**src/inc/wdl_pkg.sv**
```systemverilog
// wdl_pkg: register map, field layout, reset values and encodings of the watchdog block
package wdl_pkg;
  // register indices (byte address = 4 * index)
  localparam logic [3:0] IDX_CTRL = 4'h0;
  localparam logic [3:0] IDX_PERIOD_REGISTER = 4'h1;
  localparam logic [3:0] IDX_COUNTER_REGISTER = 4'h2;
  localparam int ADDR_W = 4;
  localparam int ADDR_LSB = 2;
  // control field positions
  localparam int CTL_WP = 0;
  localparam int CTL_EN = 1;
  localparam int CTL_WEN = 2;
  localparam int CTL_SEN = 3;
  localparam int CTL_LOREN = 4;
  localparam int CTL_CSEL_LO = 5;
  localparam int CTL_PSS_LO = 8;
  localparam logic [9:0] CTL_RESET = 10'h302;
  localparam logic [9:0] CTL_WMASK = 10'h37f;
  localparam logic [15:0] PERIOD_REGISTER_RESET = 16'hffff;
  localparam logic [15:0] PAT_FIRST = 16'h5555;
  localparam logic [15:0] PAT_SECOND = 16'haaaa;
  localparam logic [6:0] LOR_MAX = 7'h7f;
  localparam logic [1:0] CSEL_RELAXATION_OSC_CLOCK = 2'h0;
  localparam logic [1:0] CSEL_CRYSTAL_OSC_CLOCK = 2'h1;
  localparam logic [1:0] CSEL_BUS = 2'h2;
  localparam logic [1:0] PSS_DIV1 = 2'h0;
  localparam logic [1:0] PSS_DIV16 = 2'h1;
  localparam logic [1:0] PSS_DIV256 = 2'h2;
  localparam logic [9:0] DIV16_MASK = 10'h00f;
  localparam logic [9:0] DIV256_MASK = 10'h0ff;
  localparam logic [9:0] DIV1024_MASK = 10'h3ff;
  localparam logic [31:0] UNMAPPED_DATA = 32'h0000_0000;
endpackage

```
**src/wdl_watchdog.sv**
```systemverilog
// wdl_watchdog: watchdog counter with loss-of-reference reset and Avalon-MM registers
//------------------------------------------------------------------
//------------------------------------------------------------------
`timescale 1ns/100ps
module wdl_watchdog #(
  // counter widths; the register map fixes them at these values
  parameter int PERIOD_REGISTER_W = 16,
  parameter int LOR_W = 7,
  parameter int PRE_W = 10
) (
  // clock and reset
  input wire logic sys_clk,
  input wire logic rst_b,
  // avalon-mm slave
  input wire logic [3:0] avsAddress,
  input wire logic avsRead,
  input wire logic avsWrite,
  input wire logic [31:0] avsWriteData,
  input wire logic [3:0] avsByteEnable,
  output logic [31:0] avsReadData,
  output logic avsWaitRequest,
  // chip mode and clock monitor
  input wire logic waitMode,
  input wire logic stopMode,
  input wire logic debugMode,
  input wire logic lossOfRef,
  input wire logic crystalOscClock,
  input wire logic relaxationOscClock,
  // chip reset requests
  output logic wdResetOut_n,
  output logic lossrefResetOut_n
);
  // reset release
  logic rstSync1_q, rstSync_b;
  always_ff @(posedge sys_clk or negedge rst_b) begin
    if (!rst_b) begin
      rstSync1_q <= 1'b0;
      rstSync_b <= 1'b0;
    end else begin
      rstSync1_q <= 1'b1;
      rstSync_b <= rstSync1_q;
    end
  end

  //------------------------------------------------------------------
  // parameter checks
  //------------------------------------------------------------------
  // patterns, register fields and prescaler masks have fixed widths
  if (PERIOD_REGISTER_W != 16) begin : g_bad_period_register_w
    $error("wdl_watchdog: PERIOD_REGISTER_W must be 16");
  end
  if (LOR_W != 7) begin : g_bad_lor_w
    $error("wdl_watchdog: LOR_W must be 7");
  end
  if (PRE_W != 10) begin : g_bad_pre_w
    $error("wdl_watchdog: PRE_W must be 10");
  end

  //------------------------------------------------------------------
  // pin synchronisers
  //------------------------------------------------------------------
  // second and third stages must agree before a change counts
  localparam int NSYNC = 5;
  logic [NSYNC-1:0] pinRaw;
  wire [NSYNC-1:0] pinClean;
  assign pinRaw = {relaxationOscClock, crystalOscClock, lossOfRef, stopMode, waitMode};
  for (genvar g = 0; g < NSYNC; g++) begin : g_pin_sync
    logic s1_q, s2_q, s3_q, clean_q;
    always_ff @(posedge sys_clk or negedge rstSync_b) begin
      if (!rstSync_b) begin
        s1_q <= 1'b0;
        s2_q <= 1'b0;
        s3_q <= 1'b0;
      end else begin
        s1_q <= pinRaw[g];
        s2_q <= s1_q;
        s3_q <= s2_q;
      end
    end
    // a single disagreeing sample is taken as noise and ignored
    always_ff @(posedge sys_clk or negedge rstSync_b) begin
      if (!rstSync_b) begin
        clean_q <= 1'b0;
      end else if (s2_q == s3_q) begin
        clean_q <= s3_q;
      end
    end
    assign pinClean[g] = clean_q;
  end
  logic waitS, stopS, lorS, coscS, roscS;
  assign waitS = pinClean[0];
  assign stopS = pinClean[1];
  assign lorS = pinClean[2];
  assign coscS = pinClean[3];
  assign roscS = pinClean[4];
  // debug comes from on-chip logic on this clock
  logic dbg;
  assign dbg = debugMode;

  //------------------------------------------------------------------
  // bus slave: one wait state, answer in the second cycle
  //------------------------------------------------------------------
  typedef enum logic [1:0] {
    BUS_IDLE = 2'b01,
    BUS_ANSWER = 2'b10
  } wdl_bus_e;
  wdl_bus_e busState_q;
  logic busReq, acc, answering;
  assign answering = (busState_q == BUS_ANSWER);
  assign busReq = (avsRead | avsWrite) & ~answering;
  assign acc = avsWrite & answering;
  always_ff @(posedge sys_clk or negedge rstSync_b) begin
    if (!rstSync_b) begin
      busState_q <= BUS_IDLE;
    end else begin
      unique case (busState_q)
        BUS_IDLE: begin
          if (avsRead | avsWrite) begin
            busState_q <= BUS_ANSWER;
          end
        end
        BUS_ANSWER: begin
          // the answer lasts one cycle; the master releases at that edge
          busState_q <= BUS_IDLE;
        end
        default: begin
          busState_q <= BUS_IDLE;
        end
      endcase
    end
  end
  // own flop so the port comes straight from a register
  always_ff @(posedge sys_clk or negedge rstSync_b) begin
    if (!rstSync_b) begin
      avsWaitRequest <= 1'b1;
    end else begin
      avsWaitRequest <= ~busReq;
    end
  end
  function automatic logic hitReg(input logic [3:0] a, input logic [3:0] idx);
    hitReg = (a[3:wdl_pkg::ADDR_LSB] == idx[1:0]) && (a[1:0] == 2'h0);
  endfunction
  logic wrCtrl, wrTout, wrCntr, lowLanes;
  assign lowLanes = avsByteEnable[0] & avsByteEnable[1];
  assign wrCtrl = acc & lowLanes & hitReg(avsAddress, wdl_pkg::IDX_CTRL);
  assign wrTout = acc & lowLanes & hitReg(avsAddress, wdl_pkg::IDX_PERIOD_REGISTER);
  assign wrCntr = acc & lowLanes & hitReg(avsAddress, wdl_pkg::IDX_COUNTER_REGISTER);

  //------------------------------------------------------------------
  // control and timeout registers
  //------------------------------------------------------------------
  logic [9:0] ctrl_q;
  logic [PERIOD_REGISTER_W-1:0] period_register_q;
  logic wp, en, wen, sen, loren;
  logic [1:0] csel, prescale_select;
  assign wp = ctrl_q[wdl_pkg::CTL_WP];
  assign en = ctrl_q[wdl_pkg::CTL_EN];
  assign wen = ctrl_q[wdl_pkg::CTL_WEN];
  assign sen = ctrl_q[wdl_pkg::CTL_SEN];
  assign loren = ctrl_q[wdl_pkg::CTL_LOREN];
  assign csel = ctrl_q[wdl_pkg::CTL_CSEL_LO +: 2];
  assign prescale_select = ctrl_q[wdl_pkg::CTL_PSS_LO +: 2];
  always_ff @(posedge sys_clk or negedge rstSync_b) begin
    if (!rstSync_b) begin
      ctrl_q <= wdl_pkg::CTL_RESET;
    end else if (wrCtrl && !wp) begin
      ctrl_q <= avsWriteData[9:0] & wdl_pkg::CTL_WMASK;
    end
  end
  always_ff @(posedge sys_clk or negedge rstSync_b) begin
    if (!rstSync_b) begin
      period_register_q <= wdl_pkg::PERIOD_REGISTER_RESET;
    end else if (wrTout && !wp) begin
      period_register_q <= avsWriteData[15:0];
    end
  end

  //------------------------------------------------------------------
  // service sequence
  //------------------------------------------------------------------
  typedef enum logic [1:0] {
    SVC_FIRST = 2'b01,
    SVC_SECOND = 2'b10
  } wdl_svc_e;
  wdl_svc_e svcState_q;
  logic serviced, firstSeen;
  assign firstSeen = (avsWriteData[15:0] == wdl_pkg::PAT_FIRST);
  assign serviced = wrCntr && (svcState_q == SVC_SECOND)
    && (avsWriteData[15:0] == wdl_pkg::PAT_SECOND);
  always_ff @(posedge sys_clk or negedge rstSync_b) begin
    if (!rstSync_b) begin
      svcState_q <= SVC_FIRST;
    end else if (wrCntr) begin
      // other registers leave tracking alone bad data restarts it
      unique case (svcState_q)
        SVC_FIRST: svcState_q <= firstSeen ? SVC_SECOND : SVC_FIRST;
        SVC_SECOND: svcState_q <= firstSeen ? SVC_SECOND : SVC_FIRST;
        default: svcState_q <= SVC_FIRST;
      endcase
    end
  end

  //------------------------------------------------------------------
  // timebase: source select and prescaler
  //------------------------------------------------------------------
  logic srcLvl, srcLvl_q, srcEdge;
  always_comb begin
    unique case (csel)
      wdl_pkg::CSEL_RELAXATION_OSC_CLOCK: srcLvl = roscS;
      wdl_pkg::CSEL_CRYSTAL_OSC_CLOCK: srcLvl = coscS;
      default: srcLvl = 1'b0;
    endcase
  end
  always_ff @(posedge sys_clk or negedge rstSync_b) begin
    if (!rstSync_b) begin
      srcLvl_q <= 1'b0;
    end else begin
      srcLvl_q <= srcLvl;
    end
  end
  // oscillators are sampled as data through the filter, so they must stay at or below a quarter of sys_clk
  assign srcEdge = (csel == wdl_pkg::CSEL_BUS) ? 1'b1 : (srcLvl & ~srcLvl_q);
  // ratio code to the prescaler bits that must all be one for a tick
  function automatic logic [PRE_W-1:0] ratioMask(input logic [1:0] code);
    unique case (code)
      wdl_pkg::PSS_DIV1: ratioMask = '0;
      wdl_pkg::PSS_DIV16: ratioMask = wdl_pkg::DIV16_MASK;
      wdl_pkg::PSS_DIV256: ratioMask = wdl_pkg::DIV256_MASK;
      default: ratioMask = wdl_pkg::DIV1024_MASK;
    endcase
  endfunction
  logic [PRE_W-1:0] divMask, pre_q;
  assign divMask = ratioMask(prescale_select);

  //------------------------------------------------------------------
  // watchdog counter
  //------------------------------------------------------------------
  logic running, tick, enPrev_q, stopped;
  logic [PERIOD_REGISTER_W-1:0] count_q;
  // run permission is shared by counting and by the reload decision
  function automatic logic modeRun(input logic e, input logic w, input logic we,
      input logic s, input logic se);
    modeRun = e && (!w || we) && (!s || se);
  endfunction
  // wait/stop keep counting only with their run bit set
  assign running = modeRun(en, waitS, wen, stopS, sen) && !dbg;
  assign stopped = !modeRun(en, waitS, wen, stopS, sen);
  assign tick = running && srcEdge && ((pre_q & divMask) == divMask);
  always_ff @(posedge sys_clk or negedge rstSync_b) begin
    if (!rstSync_b) begin
      pre_q <= '0;
    end else if (!running) begin
      pre_q <= '0;
    end else if (srcEdge) begin
      pre_q <= (pre_q & divMask) == divMask ? 10'h000 : pre_q + 10'h001;
    end
  end
  always_ff @(posedge sys_clk or negedge rstSync_b) begin
    if (!rstSync_b) begin
      enPrev_q <= 1'b0;
    end else begin
      enPrev_q <= en;
    end
  end
  always_ff @(posedge sys_clk or negedge rstSync_b) begin
    if (!rstSync_b) begin
      count_q <= wdl_pkg::PERIOD_REGISTER_RESET;
    end else if (serviced || (en && !enPrev_q) || stopped) begin
      count_q <= period_register_q;
    end else if (tick && count_q != '0) begin
      count_q <= count_q - 16'h0001;
    end
  end

  //------------------------------------------------------------------
  // watchdog reset request
  //------------------------------------------------------------------
  always_ff @(posedge sys_clk or negedge rstSync_b) begin
    if (!rstSync_b) begin
      wdResetOut_n <= 1'b1;
    end else if (running && count_q == '0) begin
      wdResetOut_n <= 1'b0;
    end
  end

  //------------------------------------------------------------------
  // loss-of-reference counter
  //------------------------------------------------------------------
  typedef enum logic [1:0] {
    LOR_IDLE = 2'b01,
    LOR_RUN = 2'b10
  } wdl_lor_e;
  wdl_lor_e lorState_q;
  logic lorCounting;
  logic [LOR_W-1:0] lor_q;
  always_ff @(posedge sys_clk or negedge rstSync_b) begin
    if (!rstSync_b) begin
      lorState_q <= LOR_IDLE;
    end else if (!loren) begin
      lorState_q <= LOR_IDLE;
    end else begin
      unique case (lorState_q)
        LOR_IDLE: lorState_q <= lorS ? LOR_RUN : LOR_IDLE;
        // once started it runs on even if the reference comes back
        LOR_RUN: lorState_q <= LOR_RUN;
        default: lorState_q <= LOR_IDLE;
      endcase
    end
  end
  assign lorCounting = (lorState_q == LOR_RUN) || lorS;
  always_ff @(posedge sys_clk or negedge rstSync_b) begin
    if (!rstSync_b) begin
      lor_q <= '0;
    end else if (!loren || serviced) begin
      lor_q <= '0;
    end else if (lorCounting && lor_q != wdl_pkg::LOR_MAX) begin
      lor_q <= lor_q + 7'h01;
    end
  end
  always_ff @(posedge sys_clk or negedge rstSync_b) begin
    if (!rstSync_b) begin
      lossrefResetOut_n <= 1'b1;
    end else if (lor_q == wdl_pkg::LOR_MAX && loren) begin
      lossrefResetOut_n <= 1'b0;
    end
  end

  //------------------------------------------------------------------
  // read data
  //------------------------------------------------------------------
  // enable reads as zero while debugging; the stored bit is untouched
  function automatic logic [9:0] ctrlView(input logic [9:0] c, input logic d);
    ctrlView = c;
    if (d) begin
      ctrlView[wdl_pkg::CTL_EN] = 1'b0;
    end
  endfunction
  always_ff @(posedge sys_clk or negedge rstSync_b) begin
    if (!rstSync_b) begin
      avsReadData <= '0;
    end else if (busReq && avsRead) begin
      if (hitReg(avsAddress, wdl_pkg::IDX_CTRL)) begin
        avsReadData <= {22'h0, ctrlView(ctrl_q, dbg)};
      end else if (hitReg(avsAddress, wdl_pkg::IDX_PERIOD_REGISTER)) begin
        avsReadData <= {16'h0, period_register_q};
      end else if (hitReg(avsAddress, wdl_pkg::IDX_COUNTER_REGISTER)) begin
        avsReadData <= {16'h0, count_q};
      end else begin
        avsReadData <= wdl_pkg::UNMAPPED_DATA;
      end
    end
  end
endmodule // wdl_watchdog

```
**config.mk**
```make
export PLATFORM = sky130hd
export DESIGN_NAME = wdl_watchdog
export DESIGN_NICKNAME = d
export VERILOG_FILES = /design/src/inc/wdl_pkg.sv /design/src/wdl_watchdog.sv
export SDC_FILE = /design/constraint.sdc
export NUM_CORES = 1
export LEC_CHECK = 0
export BUFFER_PORTS_ARGS = -buffer_cell sky130_fd_sc_hd__buf_2
export CORE_AREA = 4 4 118 120
export DETAILED_ROUTE_END_ITERATION = 6
export DIE_AREA = 0 0 122 124
export PLACE_DENSITY_LB_ADDON = 0.2
export SYNTH_ARGS = -nofsm -noshare
export SYNTH_HDL_FRONTEND = slang
export SYNTH_SLANG_ARGS = --single-unit
export TNS_END_PERCENT = 5
```
**constraint.sdc**
```tcl
create_clock -name sys_clk -period 5.2 [get_ports sys_clk]
set_input_delay 0.78 -clock sys_clk [delete_from_list [all_inputs] [get_ports sys_clk]]
set_output_delay 0.78 -clock sys_clk [all_outputs]
set_load 0.01 [all_outputs]
```
Word level (Yosys, flattened, before mapping)
Index checks and enable logic that the tools add are counted.
Widths: inputs -> output; s select.
{"block": "op_classes", "n_addsub": 3, "eq_ne": 24, "mux": 21, "n_bitwise": 13, "reduce_logical": 40}
{"op": "$mux 16", "n": 5}
{"op": "$mux 10", "n": 3}
{"op": "$pmux 10 s3", "n": 1}
{"op": "$logic_and 1x1->1", "n": 18}
{"op": "$eq 16x15->1 const B", "n": 1}
{"op": "$eq 16x16->1 const B", "n": 1}
{"op": "$logic_not 16->1", "n": 1}
{"op": "$reduce_bool 16->1", "n": 1}
{"op": "$sub 16x1->16 const B", "n": 1}
{"op": "$mux 7", "n": 2}
{"op": "$eq 2x1->1 const B", "n": 6}
{"op": "$eq 2x2->1 const B", "n": 6}
{"op": "$mux 2", "n": 6}
{"op": "$add 10x1->10 const B", "n": 1}
{"op": "$and 10x10->10", "n": 1}
{"op": "$eq 10x10->1", "n": 1}
{"op": "$and 1x1->1", "n": 8}
{"op": "$logic_not 2->1", "n": 4}
{"op": "$add 7x1->7 const B", "n": 1}
{"op": "$eq 7x7->1 const B", "n": 1}
{"op": "$logic_not 1->1", "n": 7}
{"op": "$ne 7x7->1 const B", "n": 1}
{"op": "$logic_or 1x1->1", "n": 6}
{"op": "$eq 1x1->1", "n": 5}
{"op": "other kinds (8)", "n": 13}
{"block": "totals", "register_bits": 123, "input_bits": 50, "out_inout_bits": 35, "wordCells": 137}

Logic depth before layout (Yosys ltp)
{"block": "depth", "ltp_word": 10, "ltp_mapped": 8, "depth_no_buf": 7}

Worst setup path before layout
No wires, ideal clock.
{"block": "synth_timing", "kind": "input to register", "startpoint": "input port avsAddress[2]", "endpoint": "register count_q[1]", "setup_time_ns": 0.082, "t_arrival_ns": 2.207, "required_ns": 5.118, "setup_slack_ns": 2.911, "stages": 6, "path_buffers": 0, "path_cell_list": "nor4b_4 nand3_2 or4_4 nand2_2 nor3_1 a211o_1"}
{"block": "synth_between", "elab_chain_len": 8, "elab_cells_between_ends": 9, "cone_classes": "eq/ne: 1; mux: 1; bitwise: 1; reduce/logical: 6"}
{"element": "start, declared", "line": "wdl_watchdog.sv:15", "text": "input wire logic [3:0] avsAddress,"}
{"element": "$eq 2x2->1 (*)", "line": "wdl_watchdog.sv:141", "text": "hitReg = (a[3:wdl_pkg::ADDR_LSB] == idx[1:0]) && (a[1:0] == 2'h0);"}
{"element": "$logic_and 1x1->1 (*)", "line": "wdl_watchdog.sv:141"}
{"element": "$and 1x1->1 (*)", "line": "wdl_watchdog.sv:147", "text": "assign wrCntr = acc & lowLanes & hitReg(avsAddress, wdl_pkg::IDX_COUNTER_REGISTER);"}
{"element": "$logic_and 1x1->1 (*)", "line": "wdl_watchdog.sv:188", "text": "assign serviced = wrCntr && (svcState_q == SVC_SECOND)"}
{"element": "$logic_and 1x1->1 (*)", "line": "wdl_watchdog.sv:189", "text": "&& (avsWriteData[15:0] == wdl_pkg::PAT_SECOND);"}
{"element": "$logic_or 1x1->1 (*) (2 in series)", "line": "wdl_watchdog.sv:268", "text": "end else if (serviced || (en && !enPrev_q) || stopped) begin"}
{"element": "$mux 16 or $reduce_bool 2->1 (tied branches)"}
{"element": "end signal, assigned", "line": "wdl_watchdog.sv:267", "text": "count_q <= wdl_pkg::PERIOD_REGISTER_RESET;"}
{"element": "end signal, assigned", "line": "wdl_watchdog.sv:269", "text": "count_q <= period_register_q;"}
{"element": "end signal, assigned", "line": "wdl_watchdog.sv:271", "text": "count_q <= count_q - 16'h0001;"}
{"element": "end, declared", "line": "wdl_watchdog.sv:239", "text": "logic [PERIOD_REGISTER_W-1:0] count_q;"}
Every way passes the cells marked *; elsewhere a longest branch is shown, timed or not.
A chain may end at the register's enable or synchronous reset.

Worst setup path after layout
Same ends and word-level chain as after synthesis.

==> impl_summary.txt <==
----------------------------------------------------
[Min path]
  Worst hold path type ... input port to asynchronous set/reset pin

[Placement]
  Detailed-placement wirelength estimate ... 7660 µm
  Placement Cell Area ... 0.00542 mm²
  Total of buffers placed on input and output ports ... 50
  Routability congestion estimate from global placement ... 0.854

[Clock tree]
  H-tree Lvls ... 3
  # Post-CTS Setup Buffers ... 0
  CTS sink count ... 107
  CTS tree ... built
  CTS root buffer ... sky130_fd_sc_hd__clkbuf_16
  Max clock buf depth ... 2
  Post-cts repair resize count ... 0
  Post-CTS Hold Fix Bufs ... 0
  Number of buffers inserted during clock tree synthesis ... 9
  CTS clk-pin slew, worst paths ... 0.07 ns
  Clock insertion delay at the later pin of the skew report ... 0.35 ns

[Route]
  Vias ... around 3600
  Average detailed-routed wire length per instance ... 15.4 µm
  Drt pass-1 iters ... 6
  Final WL ... 10700 µm
  Via-to-Cell Ratio ... between 5 and 6
  Detailed-route DRC error count ... 0
  Number of routed nets with antenna violations ... 0
  Number of DRC markers in iteration 0 ... 210

[Final layout]
  Count of filler cells inserted in the layout ... 1231
  Antenna diode instance count ... 0
  Proportion of layout cells with a drive suffix above 1 ... 0.277
  Fin util ... 0.438
  Nets ... 572
  Layout-stage area growth over the synthesis result ... 12.5%
  Total non-filler cell area in the finished layout ... 0.00569 mm²

[Setup path]
  Arrival time of the worst setup path ... 3.00 ns
  Required @ worst endpoint ... between 5 and 6 ns
  Library cell contributing the largest single delay on the critical path ... sky130_fd_sc_hd__or4_4
  Top delay family on crit path ... simple AND/OR/NAND/NOR gates
  Sequence of cells on the critical path ... buf_2, nor4b_4, buf_4, nand3_2, or4_4, nand2_2, nor3_1, a211o_1
  Critical Path Fanout Max ... 32
  Crit path buf inv count ... 2
  Category of the worst setup path launch point ... input port
  Largest stage delay on the critical path ... 0.47 ns
  Crit path kind ... input port to register
  Nature of the critical path endpoint ... register

[STA]
  Fin crit period ... 2.72 ns
  Unrepaired setup endpoints after global routing ... false
  Total count of hold-check failures in the final report ... 0
  Fin crit share ... 0.523
  Max Clk Rate ... 368 MHz
  Setup violators final ... 0
  Final slew viol count ... 0
  Slew margin rel. ... 0.403
  Worst-margin pin slew ... 0.893 ns
  Layout Skew ... 0.00810 ns
  Setup total negative slack ... 0 ns

[Global route]
  Global route total overflow ... 0
  Wire length of the first global-routing pass ... roughly 18000 µm
  Antenna violations before repair ... 0
  Maximum number of pins on one net before global-route repair ... 73
  Number of global-route vias before repair ... 3485
  All-layer global routing usage ... 0.153

[Floorplanning]
  CORE AREA ... 0.0130 mm²
  Die span in y ... 124 µm
  Die ar. ... approximately 0.015 mm²
  Initial core utilization ... 0.389
  IO Pins ... 85
  Row cnt ... 42
  Width of the chip ... 122 µm

[Synth]
  Unique cell type count in the Yosys netlist ... 52
  Proportion of synthesized flip-flops having asynchronous set or reset ... 1.00
  Adder and majority cell fraction of the synthesized area ... 0.0272
  Multiplexer share of the synthesized area ... 0.0617
  Top_reg_cell synth ... sky130_fd_sc_hd__dfrtp_1
  Post-Synth Simple-Gate Area ... 0.172
  Post-synth design cell area ... 0.00505 mm²
  Most common library cells after synthesis ... 66 x sky130_fd_sc_hd__dfrtp_1, 54 x sky130_fd_sc_hd__nand2_1, 41 x sky130_fd_sc_hd__dfstp_2
  Xor/xnor cell area share of the yosys netlist ... 0.0347
  Combinational family with the most area after synthesis ... simple AND/OR/NAND/NOR gates
  Gate Count Post-Synth ... 466
  Synth area leaders ... sky130_fd_sc_hd__dfrtp_1 33%, sky130_fd_sc_hd__dfstp_2 21%, sky130_fd_sc_hd__mux2_2 5.6%
  Flip-flop and latch count after synthesis ... 107
  Portion of the post-synthesis area used by sequential elements ... 0.540
  Synthesized area per cell ... 10.8 µm²
  Area fraction in compound gates after synthesis ... 0.118
  Post-synth EDFFs ... 0
  Fraction of post-synthesis cell area in the top cell type by area ... 0.327
  Cell taking the most area after synthesis ... sky130_fd_sc_hd__dfrtp_1
  Count of warnings emitted by yosys ... 0
  Cell with the most instances after synthesis ... sky130_fd_sc_hd__dfrtp_1

[Pwr]
  Maximum vdd drop ... around 180 µV
  Areal power density over the cells ... about 320 mW/mm²
  Static Leak ... between 0.002 and 0.0025 µW

[Run status]
  Run status ... finished clean

[Run]
  # Max-Cap Violations ... 0

----------------------------------------------------
-- per-stage QoR --
| step | cells | worst slack, ns | hold WS [ns] | power, µW |
|---|---|---|---|---|
| global placement | 680 | 2.09 | 0.332 | 1180 |
| CTS | 696 | 2.46 | 0.194 | 1810 |
| finish | 696 | 2.48 | 0.205 | 1790 |
| detailed placement | 680 | 2.08 | 0.335 | 1180 |
| floorplan | 481 | 2.07 | 0.331 | 1110 |
| global route | 696 | 2.32 | 0.189 | 1890 |
-- cell type report --
cell class	instances	area [µm²]	share of cell area
timing repair buffer	53	273	0.0480
clock buffer	13	250	0.0440
sequential	107	2730	0.481
multi-input combinational	333	2150	0.379
inverter	11	41.3	0.00726
tap	176	220	0.0387
clock inverter	3	15.0	0.00264
-- cells by family (layout without fill, tap and decap cells) --
| logic type | count (synthesis) | after routing |
|---|---|---|
| muxes | 28 | 28 |
| other | 2 | 17 |
| and+or+nand+nor | 157 | 157 |
| DFF | 107 | 107 |
| adders and majority gates | 12 | 12 |
| xor gates and xnor gates | 20 | 20 |
| buffers and inverters | 41 | 80 |
| AOI/OAI and AO/OA | 99 | 99 |
-- power by group --
group          switching, µW  leakage, µW  internal (µW)
Sequential              46.2      0.00129            896
Clock                    288     0.000133            336
Combinational            143      0.00103           82.1
-- worst reg2reg max path, stage by stage, from the launching register on --
cell	delay, ns
sky130_fd_sc_hd__dfstp_2	0.40
sky130_fd_sc_hd__nor3_1	0.35
sky130_fd_sc_hd__nand4b_1	0.27
sky130_fd_sc_hd__nor2_1	0.75
sky130_fd_sc_hd__nor3_1	0.21
sky130_fd_sc_hd__xnor2_1	0.18
sky130_fd_sc_hd__o21ai_0	0.15
-- per-layer routing --
| layer | up-vias | track usage | share of wire |
|---|---|---|---|
| li1 | 1726 | - | - |
| met5 | - | 0 | 0 |
| met3 | 17 | 0.0431 | 0.065 |
| met4 | 0 | 0.0658 | 0.022 |
| met2 | 95 | 0.231 | 0.44 |
| met1 | 1727 | 0.207 | 0.47 |
-- cells in the final DEF, fill, tap and decap left out, types with 11 or more instances in the layout --
cell type	instances
sky130_fd_sc_hd__dfrtp_1	65
sky130_fd_sc_hd__nand2_1	54
sky130_fd_sc_hd__buf_2	50
sky130_fd_sc_hd__dfstp_2	41
sky130_fd_sc_hd__o21ai_0	40
sky130_fd_sc_hd__mux2_2	25
sky130_fd_sc_hd__nor2_1	22
sky130_fd_sc_hd__conb_1	17
sky130_fd_sc_hd__xnor2_1	16
sky130_fd_sc_hd__o21ai_1	15
sky130_fd_sc_hd__nor4_1	12
sky130_fd_sc_hd__inv_1	11
sky130_fd_sc_hd__nand2b_1	11
-- sequential cells by signal, summed over array words and instances (netlist names) --
| register | cells |
|---|---|
| ctrl_q | 9 |
| wdResetOut_n | 1 |
| rstSync_b | 1 |
| g_pin_sync.clean_q | 4 |
| srcLvl_q | 1 |
| g_pin_sync.s3_q | 5 |
| period_register_q | 16 |
| avsReadData | 16 |
| avsWaitRequest | 1 |
| g_pin_sync.s2_q | 5 |
| count_q | 16 |
| enPrev_q | 1 |
| lor_q | 7 |
| g_pin_sync.s1_q | 5 |
| pre_q | 10 |
| lossrefResetOut_n | 1 |
| lorState_q | 2 |
| svcState_q | 2 |
| busState_q | 2 |
| coscS | 1 |
| rstSync1_q | 1 |
-- worst paths after layout --
kind | from | to | slack (ns) | cells after the start
min in group sys_clk | g_pin_sync[3].s1_q | g_pin_sync[3].s2_q | 0.35 | 0
max reg2reg | count_q[4] | count_q[0] | 2.83 | 6
min | rst_b | rstSync_b | 0.21 | 1
max | avsAddress[2] | count_q[1] | 2.48 | 8
max in group asynchronous | rstSync_b | count_q[7] | 3.73 | 1
min reg2reg | g_pin_sync[3].s1_q | g_pin_sync[3].s2_q | 0.35 | 0
(Power assumes the default switching activity.)
